==> src/common/interval_timer_pkg.sv <==
// Constants, register offsets and field layout for the 16-bit interval timer.
// Assumes a simple strobe register port and a single core clock.
//
// Functional notes
// - Writing one to the run bit starts the 16-bit timer and writing zero stops it.
// - With the idle-halt bit set the timer stops in Idle mode, otherwise it keeps running.
// - The gated-accumulation bit enables gating only when the internal clock is selected.
// - The prescale code selects 1:1, 1:8, 1:64 or 1:256 for codes 00, 01, 10 and 11.
// - With the external clock selected the sync bit chooses synchronized or raw edges; here both pass the synchronizer, raw ones one cycle earlier.
// - The clock-source bit picks external rising edges (one) or the Fosc/2 internal clock.
// - Control bits 14, 12 to 7, 3 and 0 always read as zero.
// - Any control write while running resets the prescale counter.
// - The interrupt is raised on period match or, in gated mode, on the gate falling edge.
// - The counter is 16 bits wide and works as timer, synchronous or asynchronous counter; the asynchronous one still runs on core_clk.
// - The timer keeps working in Idle or Sleep, subject to the idle-halt setting.
package interval_timer_pkg;

    // ----------------------------------------------------------------------
    // Register map
    // ----------------------------------------------------------------------
    localparam logic [3:0] ADDR_CONTROL   = 4'h0;
    localparam logic [3:0] ADDR_COUNT     = 4'h1;
    localparam logic [3:0] ADDR_PERIOD    = 4'h2;
    localparam logic [3:0] ADDR_IRQ       = 4'h3;

    // ----------------------------------------------------------------------
    // Control fields
    // ----------------------------------------------------------------------
    localparam int BIT_RUN        = 15;
    localparam int BIT_IDLE_HALT  = 13;
    localparam int BIT_GATED      = 6;
    localparam int BIT_PS_HI      = 5;
    localparam int BIT_PS_LO      = 4;
    localparam int BIT_SYNC       = 2;
    localparam int BIT_SOURCE     = 1;
    localparam logic [15:0] CONTROL_MASK  = 16'ha076;
    localparam logic [15:0] CONTROL_RESET = 16'h0000;
    localparam logic [15:0] PERIOD_RESET  = 16'hffff;

    // Interrupt register: bit 0 flag, bit 1 enable, bits 4..2 priority.
    localparam int BIT_IRQ_FLAG   = 0;
    localparam int BIT_IRQ_EN     = 1;
    localparam int BIT_PRIO_LO    = 2;
    localparam int BIT_PRIO_HI    = 4;

    // ----------------------------------------------------------------------
    // Prescale ratios
    // ----------------------------------------------------------------------
    localparam logic [1:0] PS_DIV1   = 2'h0;
    localparam logic [1:0] PS_DIV8   = 2'h1;
    localparam logic [1:0] PS_DIV64  = 2'h2;
    localparam logic [1:0] PS_DIV256 = 2'h3;
    localparam logic [7:0] PS_LAST8   = 8'h07;
    localparam logic [7:0] PS_LAST64  = 8'h3f;
    localparam logic [7:0] PS_LAST256 = 8'hff;

    // Terminal prescale count for a code.
    function automatic logic [7:0] ps_last(input logic [1:0] code);
        unique case (code)
            PS_DIV1:   ps_last = 8'h00;
            PS_DIV8:   ps_last = PS_LAST8;
            PS_DIV64:  ps_last = PS_LAST64;
            PS_DIV256: ps_last = PS_LAST256;
        endcase
    endfunction : ps_last

endpackage : interval_timer_pkg

==> src/hdl/edge_sync.sv <==
// Two-stage synchronizer with a rising and falling edge detector after it.
// Assumes the input is asynchronous to core_clk.
`timescale 1ns/10ps
module edge_sync (
    // Clock and reset
    input  wire logic core_clk,
    input  wire logic rst_n,
    // Pin side
    input  wire logic pinIn,
    // Core side
    output logic      level,
    output logic      rise,
    output logic      fall
);

    logic stage1;
    logic stage2;
    logic stage3;
    logic next_stage1;
    logic next_stage2;
    logic next_stage3;

    // -----------------------------------------------------------------------
    // Synchronizer
    // -----------------------------------------------------------------------
    // Only stage2 reads stage1 so metastability cannot spread.
    always_comb begin
        next_stage1 = pinIn;
        next_stage2 = stage1;
        next_stage3 = stage2;
    end

    // Registered copies of the pin.
    always_ff @(posedge core_clk) begin
        if (!rst_n) begin
            stage1 <= 1'b0;
            stage2 <= 1'b0;
            stage3 <= 1'b0;
        end else begin
            stage1 <= next_stage1;
            stage2 <= next_stage2;
            stage3 <= next_stage3;
        end
    end

    // Edges are one cycle long pulses.
    assign level = stage2;
    assign rise  = stage2 & ~stage3;
    assign fall  = ~stage2 & stage3;

endmodule : edge_sync

==> src/hdl/interval_timer.sv <==
// Top of the 16-bit interval timer with its register port.
// Assumes one 100 MHz core clock; external clock and gate pins are asynchronous.
//
// Strobed register access and the register offsets are this design's own decisions.
`timescale 1ns/10ps
module interval_timer
    import interval_timer_pkg::*;
#(
    parameter int WIDTH = 16
) (
    // Clock and reset
    input  wire logic             core_clk,
    input  wire logic             rst_n,
    // Register port
    input  wire logic [3:0]       regAddr,
    input  wire logic [15:0]      regWdata,
    input  wire logic             regWrite,
    input  wire logic             regRead,
    output logic      [15:0]      regRdata,
    // Power state
    input  wire logic             idleMode,
    // Pins
    input  wire logic             timerExtClockPin,
    input  wire logic             gatePin,
    // Interrupt request
    output logic                  timerIrq,
    output logic      [2:0]       timerIrqPriority
);

    logic [15:0]      timerControl;
    logic [WIDTH-1:0] count;
    logic [WIDTH-1:0] periodValue;
    logic [7:0]       prescale;
    logic             irqFlag;
    logic             timerIrqEnable;
    logic [2:0]       prio;
    logic             rawDelay;
    logic             halfPhase;
    logic [15:0]      next_timerControl;
    logic [WIDTH-1:0] next_count;
    logic [WIDTH-1:0] next_periodValue;
    logic [7:0]       next_prescale;
    logic             next_irqFlag;
    logic             next_timerIrqEnable;
    logic [2:0]       next_prio;
    logic             next_rawDelay;
    logic             next_halfPhase;
    logic [15:0]      next_regRdata;

    logic extLevel;
    logic extRise;
    logic gateLevel;
    logic gateFall;
    logic timerRun;
    logic idleHalt;
    logic gatedAccumulate;
    logic extClockSync;
    logic clockSourceSelect;
    logic [1:0] prescaleSelect;
    logic active;
    logic srcTick;
    logic tick;
    logic matchEvent;
    logic gateEvent;
    logic ctrlWrite;

    // -----------------------------------------------------------------------
    // Pin conditioning
    // -----------------------------------------------------------------------
    edge_sync u_ext_sync (
        .core_clk (core_clk),
        .rst_n    (rst_n),
        .pinIn    (timerExtClockPin),
        .level    (extLevel),
        .rise     (extRise),
        .fall     ()
    );

    edge_sync u_gate_sync (
        .core_clk (core_clk),
        .rst_n    (rst_n),
        .pinIn    (gatePin),
        .level    (gateLevel),
        .rise     (),
        .fall     (gateFall)
    );

    // -----------------------------------------------------------------------
    // Control decode
    // -----------------------------------------------------------------------
    assign timerRun          = timerControl[BIT_RUN];
    assign idleHalt          = timerControl[BIT_IDLE_HALT];
    assign gatedAccumulate   = timerControl[BIT_GATED];
    assign prescaleSelect    = timerControl[BIT_PS_HI:BIT_PS_LO];
    assign extClockSync      = timerControl[BIT_SYNC];
    assign clockSourceSelect = timerControl[BIT_SOURCE];
    assign ctrlWrite         = regWrite && (regAddr == ADDR_CONTROL);

    // Runs when on, and in Idle only when idle-halt is clear; Sleep is not gated here.
    assign active = timerRun && !(idleMode && idleHalt);

    // -----------------------------------------------------------------------
    // Tick source
    // -----------------------------------------------------------------------
    // Both external paths pass the synchronizer; the unsynchronized path only
    // skips the one-cycle edge-alignment stage, so it is one cycle earlier.
    // A truly asynchronous counter would need a second clock domain.
    always_comb begin
        next_halfPhase = ~halfPhase;
        next_rawDelay  = extRise;
        if (clockSourceSelect) begin
            srcTick = extClockSync ? rawDelay : extRise;
        end else if (gatedAccumulate) begin
            srcTick = halfPhase && gateLevel;
        end else begin
            srcTick = halfPhase;
        end
    end

    // Prescaler; tick fires when it reaches the terminal count for the code.
    assign tick = active && srcTick && (prescale == ps_last(prescaleSelect));

    assign matchEvent = tick && (count == periodValue);
    assign gateEvent  = active && !clockSourceSelect && gatedAccumulate && gateFall;

    // -----------------------------------------------------------------------
    // Counter, prescaler and registers
    // -----------------------------------------------------------------------
    always_comb begin
        next_timerControl   = timerControl;
        next_periodValue    = periodValue;
        next_timerIrqEnable = timerIrqEnable;
        next_prio           = prio;
        next_count          = count;
        next_prescale       = prescale;
        next_irqFlag        = irqFlag;
        if (active && srcTick) begin
            next_prescale = tick ? 8'h00 : prescale + 8'h01;
        end
        if (tick) begin
            next_count = matchEvent ? '0 : count + 1'b1;
        end
        if (regWrite) begin
            unique case (regAddr)
                ADDR_CONTROL: begin
                    next_timerControl = regWdata & CONTROL_MASK;
                end
                ADDR_COUNT:   next_count = regWdata[WIDTH-1:0];
                ADDR_PERIOD:  next_periodValue = regWdata[WIDTH-1:0];
                ADDR_IRQ: begin
                    next_irqFlag        = regWdata[BIT_IRQ_FLAG];
                    next_timerIrqEnable = regWdata[BIT_IRQ_EN];
                    next_prio           = regWdata[BIT_PRIO_HI:BIT_PRIO_LO];
                end
                default: ;
            endcase
        end
        // A control write always restarts the prescale count.
        if (ctrlWrite) begin
            next_prescale = 8'h00;
        end
        // A new event wins over a software clear in the same cycle.
        if (matchEvent || gateEvent) begin
            next_irqFlag = 1'b1;
        end
    end

    // Read data for the cycle after the strobe.
    always_comb begin
        next_regRdata = 16'h0000;
        if (regRead) begin
            unique case (regAddr)
                ADDR_CONTROL: next_regRdata = timerControl & CONTROL_MASK;
                ADDR_COUNT:   next_regRdata = 16'(count);
                ADDR_PERIOD:  next_regRdata = 16'(periodValue);
                ADDR_IRQ:     next_regRdata = {11'h000, prio, timerIrqEnable, irqFlag};
                default:      next_regRdata = 16'h0000;
            endcase
        end
    end

    // State registers.
    always_ff @(posedge core_clk) begin
        if (!rst_n) begin
            timerControl   <= CONTROL_RESET;
            periodValue    <= WIDTH'(PERIOD_RESET);
            timerIrqEnable <= 1'b0;
            prio           <= 3'h0;
            count          <= '0;
            prescale       <= 8'h00;
            irqFlag        <= 1'b0;
            rawDelay       <= 1'b0;
            halfPhase      <= 1'b0;
            regRdata       <= 16'h0000;
        end else begin
            timerControl   <= next_timerControl;
            periodValue    <= next_periodValue;
            timerIrqEnable <= next_timerIrqEnable;
            prio           <= next_prio;
            count          <= next_count;
            prescale       <= next_prescale;
            irqFlag        <= next_irqFlag;
            rawDelay       <= next_rawDelay;
            halfPhase      <= next_halfPhase;
            regRdata       <= next_regRdata;
        end
    end

    assign timerIrq         = irqFlag && timerIrqEnable;
    assign timerIrqPriority = prio;
endmodule : interval_timer

==> config.mk <==
export PLATFORM = sky130hd
export DESIGN_NAME = interval_timer
export DESIGN_NICKNAME = d
export VERILOG_FILES = /design/src/common/interval_timer_pkg.sv /design/src/hdl/edge_sync.sv /design/src/hdl/interval_timer.sv
export SDC_FILE = /design/constraint.sdc
export NUM_CORES = 1
export LEC_CHECK = 0
export ABC_CLOCK_PERIOD_IN_PS = 5500
export BUFFER_PORTS_ARGS = -buffer_cell sky130_fd_sc_hd__buf_2
export CORE_MARGIN = 2
export CORE_UTILIZATION = 29
export CTS_BUF_LIST = sky130_fd_sc_hd__clkbuf_4
export DETAILED_ROUTE_END_ITERATION = 8
export GPL_ROUTABILITY_DRIVEN = 0
export GPL_TIMING_DRIVEN = 0
export PLACE_DENSITY = 0.53
export SLEW_MARGIN = 20
export SYNTH_ARGS = -nofsm -noshare
export SYNTH_HDL_FRONTEND = slang
export SYNTH_SLANG_ARGS = --single-unit
==> constraint.sdc <==
create_clock -name core_clk -period 5.5 [get_ports core_clk]
set_clock_uncertainty 0.15 [all_clocks]
set_input_delay 0.55 -clock core_clk [delete_from_list [all_inputs] [get_ports core_clk]]
set_output_delay 0.55 -clock core_clk [all_outputs]
set_load 0.005 [all_outputs]
# Word-level counts from Yosys, hierarchy flattened
# Index checks and enable logic that the tools add are counted.
# Widths: inputs -> output; s select.
# totals
ff_bits	76
latchBits	0
ram_bits	0
mem_bits_ro	0
input_bits	27
elab_cells	69
memories	0
# classes
n_addsub	2
multipliers	0
n_div	0
magnitude_cmp	0
eq_ne	8
n_shift	0
muxes	13
bitwise	6
n_reduce_logical	24
# op_table
cell	n
$mux 16	4
$pmux 16 s4	1
$pmux 8 s4	1
$add 16x1->16 const B	1
$eq 16x16->1	1
$logic_and 1x1->1	11
$reduce_and 2->1	5
$add 8x1->8 const B	1
$eq 4x2->1 const B	2
$eq 8x8->1	1
$mux 8	1
$mux 1	6
$eq 2x2->1 const B	2
$eq 4x1->1 const B	1
$logic_not 4->1	1
$not 1->1	4
$reduce_bool 2->1	2
$and 1x1->1	2
$eq 2x1->1 const B	1
$logic_not 1->1	2
$logic_not 2->1	1
$reduce_or 2->1	1
$logic_or 1x1->1	1

# Depth between registers and ports, before layout
# logic_depth
depth_word	11
ltp_mapped	8
ltp_nobuf	6

# Cells and area by module
# From an unflattened synthesis, not the netlist that was laid out.
# unflattened
cells_unflattened	416
hier_area_um2	3495.9
# by_module_without_submodules
module	n_inst	cells_per_inst	area_each_um2
interval_timer	1	400	3313.2
edge_sync	2	8	91.3

# Worst setup path before layout
# Ideal clock, no wire load.
# synth_path
path_type	input to register
startpoint	input port regAddr[0]
endpoint	register periodValue[12]
setup_ns	0.063
arrival_ns	1.892
required_time_ns	5.287
slack_ns	3.396
stages	6
path_buffers	2
cell_sequence	nor4b_2 -> and2_0 -> clkbuf_1 -> clkbuf_1 -> nand2_1 -> nand3_1
# synth_via
elab_chain_cells	2
# synth_lines
element	line_no	text
start: declaration	interval_timer.sv:15	input wire logic [3:0] regAddr,
$eq 4x2->1	interval_timer.sv:144	unique case (regAddr)
$reduce_and 2->1 (no line)	n/a	
end signal: assignment	interval_timer.sv:186	periodValue <= WIDTH'(PERIOD_RESET);
end signal: assignment	interval_timer.sv:197	periodValue <= next_periodValue;
end: declaration	interval_timer.sv:32	logic [WIDTH-1:0] periodValue;
# Every way passes these cells.
# A chain may end at the register's enable or synchronous reset.

# Worst setup path in the final report
# layout_path
startpoint	input port regAddr[0]
endpoint	register periodValue[13]
# The elaborated chain is that of the path after synthesis.

==> results by group <==
Timing
  • Slew Viols, Final: 0
  • Final Cycle Share: 0.468
  • Fin. Hold Viols: 0
  • Setup violators final: 0
  • TNS Setup: 0 ps
  • Worst slew margin: 0.278
  • Worst setup margin: 2930 ps
  • Slew @ Worst Pin: 1070 ps
  • Final min period: approximately 2600 ps
  • Peak Freq: just under 400 MHz
  • RSZ-0062 raised after global routing: false

Global routing
  • Global-route wire length before repair: between 15000 and 20000 microns
  • Total GRT Usage: 0.155
  • Antenna violations before repair: 0
  • Number of global-route vias before repair: 2946
  • Gr ovfl total: 0
  • Pin count of the biggest net entering global routing: 13

Power
  • Power share of the clock group: 0.380
  • Combinational cell fraction of total power: 0.070
  • Switching power total: ~250 uW
  • Switching Fraction: 0.244
  • Power Internal: 778 uW
  • PwrDens: 256 nW/um^2
  • Max VDD drop: 0.0923 mV
  • Reg power frac: 0.550
  • Static Leak: ~0.0015 uW

Clock network
  • CTS Hold Bufs: 0
  • Clock Path Buffers: 2
  • Reg clk slew, reported paths: 120 ps
  • Post-CTS resize count: 0
  • Post-CTS setup buffer count: 0
  • TritonCTS Buffers: 9
  • Clk_lat worst skew: 440 ps
  • CTS tree: done
  • Clock Sinks: 76
  • H-tree depth: 3
  • Root Buffer: clkbuf_4

Worst setup path
  • Crit path capture type: flip-flop
  • Most used cell, CP: clkbuf_1
  • Critical Path RT: around 5700 ps
  • Crit path kind: input pin to flip-flop
  • Reg2reg start: count[2]
  • CP peak stage delay: around 800 ps
  • Worst setup path end: periodValue[13]
  • Signal arrival time at the worst endpoint: about 2800 ps
  • CP startpoint: regAddr[0]
  • Reg2Reg Depth: 7
  • Reg2Reg Setup Slack: 3010 ps
  • Startpoint Class: input pin
  • Crit-path slowest cell: nor4b_2
  • Worst-path cell chain: buf_2, nor4b_2, and2_0, clkbuf_1, clkbuf_1, nand2_1, nand3_1
  • Worst r2r dst: count[3]
  • Crit-path max FO: 10

Floorplan
  • Effective utilization at floorplan: 0.301
  • Die area: between 10000 and 15000 sq um
  • # IOs: 47
  • Height of the chip: 113 microns
  • Site Rows: 39
  • Die width: 113 microns
  • Core area: 11500 sq um

Synthesis
  • Register bit total from synthesis: 76
  • Main synth FF type: dfxtp_1
  • Yosys top cell area share: 0.440
  • Ranking of synthesized cells by area: dfxtp_1 44%, nand2_1 9.1%, xnor2_1 7.3%
  • Top-count cell post-synth: nand2_1
  • Area leader, netlist: dfxtp_1
  • Number of cells produced by synthesis: 411
  • Mapped Nets: between 400 and 500
  • Yosys warns: 0
  • Register area share after synthesis: 0.440
  • Top cells by count, synth: 84 x nand2_1, 76 x dfxtp_1, 36 x nand3_1, 29 x xnor2_1, 27 x nor2_1
  • Synthesized area per cell: 8.42 sq um
  • Synth cell types: 49
  • EDFF count, synth: 0
  • Async SR Flop Fraction: 0
  • Cell Area, Synth: 3460 sq um

Cells and area
  • Reg area: 1520 sq um
  • Post-route cell area: roughly 4000 sq um
  • Nets@finish: ~500
  • Footprint of the multi-input gates: around 1800 sq um
  • Final core occ: 0.349
  • Area growth syn-to-layout: 16.3%
  • Cell Count, Final, Fillers Out: 615
  • Layout cell share with drive strength beyond 1: 0.161
  • Filler instances: 1228
  • Inserted Diodes: 0

Placed design
  • Detailed Place HPWL: 7330 microns
  • Port bufs: 45
  • Cell count after placement: 599
  • Placed inst area: 3860 sq um
  • Dpl ws: 2570 ps

Routing
  • DRC: 6
  • WL/cell: approximately 16 microns
  • ANT nets after route: 0
  • First DRT Iteration DRCs: roughly 270
  • Vias per Instance: between 5 and 6
  • Routed via count: 3121
  • Final WL: between 9000 and 10000 microns
  • DRT Pass-1 Iters: 8

Outcome
  • Failing checks: design-rule violations
  • Status: complete, but fails checks

Hold path
  • Hold WC Path Type: input pin to flip-flop

Flow run
  • Max cap viols: 0
[per-layer routing]
layer	part of all wire	global-route usage	vias up	routed length (microns)
met5	0	0	-	0
met3	0.049	0.0316	16	477
met4	0.021	0.0626	0	209
met2	0.47	0.250	80	4620
li1	-	-	1560	-
met1	0.45	0.203	1465	4420
[registers in the layout (all words and copies together), names as in the netlist]
name	count
count	16
halfPhase	1
irqFlag	1
periodValue	16
prescale	8
rawDelay	1
regRdata	16
timerControl	7
timerIrqEnable	1
timerIrqPriority	3
u_ext_sync.level	1
u_ext_sync.next_stage2	1
u_ext_sync.stage3	1
u_gate_sync.level	1
u_gate_sync.next_stage2	1
u_gate_sync.stage3	1
[worst min path at each step]
| stage | from | slack, ps | endpoint | cells after the start |
|---|---|---|---|---|
| floorplan | u_ext_sync.stage3 | 240 | rawDelay | 1 |
| finish | gatePin | 160 | u_gate_sync.next_stage2 | 2 |
| detailed placement | halfPhase | 260 | halfPhase | 1 |
| global route | timerExtClockPin | 140 | u_ext_sync.next_stage2 | 2 |
| CTS | gatePin | 130 | u_gate_sync.next_stage2 | 2 |
| global placement | halfPhase | 250 | halfPhase | 1 |
[cell families (layout without fill, tap and decap cells)]
logic type                 Yosys count  count (layout)  synth area share
buffers and inverters               27              88            0.0362
and+or+nand+nor                    206             206             0.303
adders and majority gates            2               2           0.00723
muxes                                1               1           0.00289
DFF                                 76              76             0.440
AOI/OAI and AO/OA                   65              65             0.125
xor gates and xnor gates            34              34            0.0860
[cells in the final DEF, fill, tap and decap left out, types with 3 or more instances in the layout]
master | netlist | routed
nand2_1 | 84 | 84
a31oi_1 | 4 | 4
o21ai_0 | 4 | 4
a22oi_1 | 8 | 8
and2_1 | 7 | 7
a222oi_1 | 9 | 9
xnor2_1 | 29 | 29
buf_2 | 1 | 46
dfxtp_1 | 76 | 76
nor3_1 | 7 | 7
xor2_1 | 5 | 5
nand4_1 | 8 | 8
and3_1 | 6 | 6
nor2_1 | 27 | 27
o21ai_1 | 12 | 12
nor4_1 | 6 | 6
nand3_1 | 36 | 36
a21oi_1 | 18 | 18
nor4_2 | 5 | 5
clkbuf_1 | 17 | 17
clkbuf_4 | 0 | 11
nand2b_1 | 3 | 3
buf_6 | 3 | 3
inv_1 | 5 | 5
[per-stage QoR]
| step | power, uW | hold slack, ps |
|---|---|---|
| after global placement | 650 | 249 |
| final | 1030 | 160 |
| after detailed placement | 651 | 258 |
| after floorplan | 617 | 243 |
| after CTS | 1040 | 131 |
| after global routing | 1070 | 138 |
[layout make-up]
| cell class | instances | area share |
|---|---|---|
| well taps | 143 | 0.0445 |
| repair buffers | 45 | 0.0560 |
| plain buffers | 22 | 0.0264 |
| clock buffers | 11 | 0.0205 |
| inverters | 5 | 0.00466 |
| flip-flops and latches | 76 | 0.378 |
| multi-input cells | 308 | 0.451 |
| clock inverters | 5 | 0.0190 |
[power groups by stage]
stage	clock [uW]	combinational (uW)	sequential (uW)
after CTS	404	72.2	567
after global placement	0	70.8	579
after detailed placement	0	71.9	579
final	391	72.0	567
after global routing	425	78.9	568
after floorplan	0	40.1	577
[critical path, delay by kind of cell]
family	cells	cell delay [ps]
buffers and inverters	3	980
AND/OR/NAND/NOR	4	1250
Power figures use the tool's default switching activity.
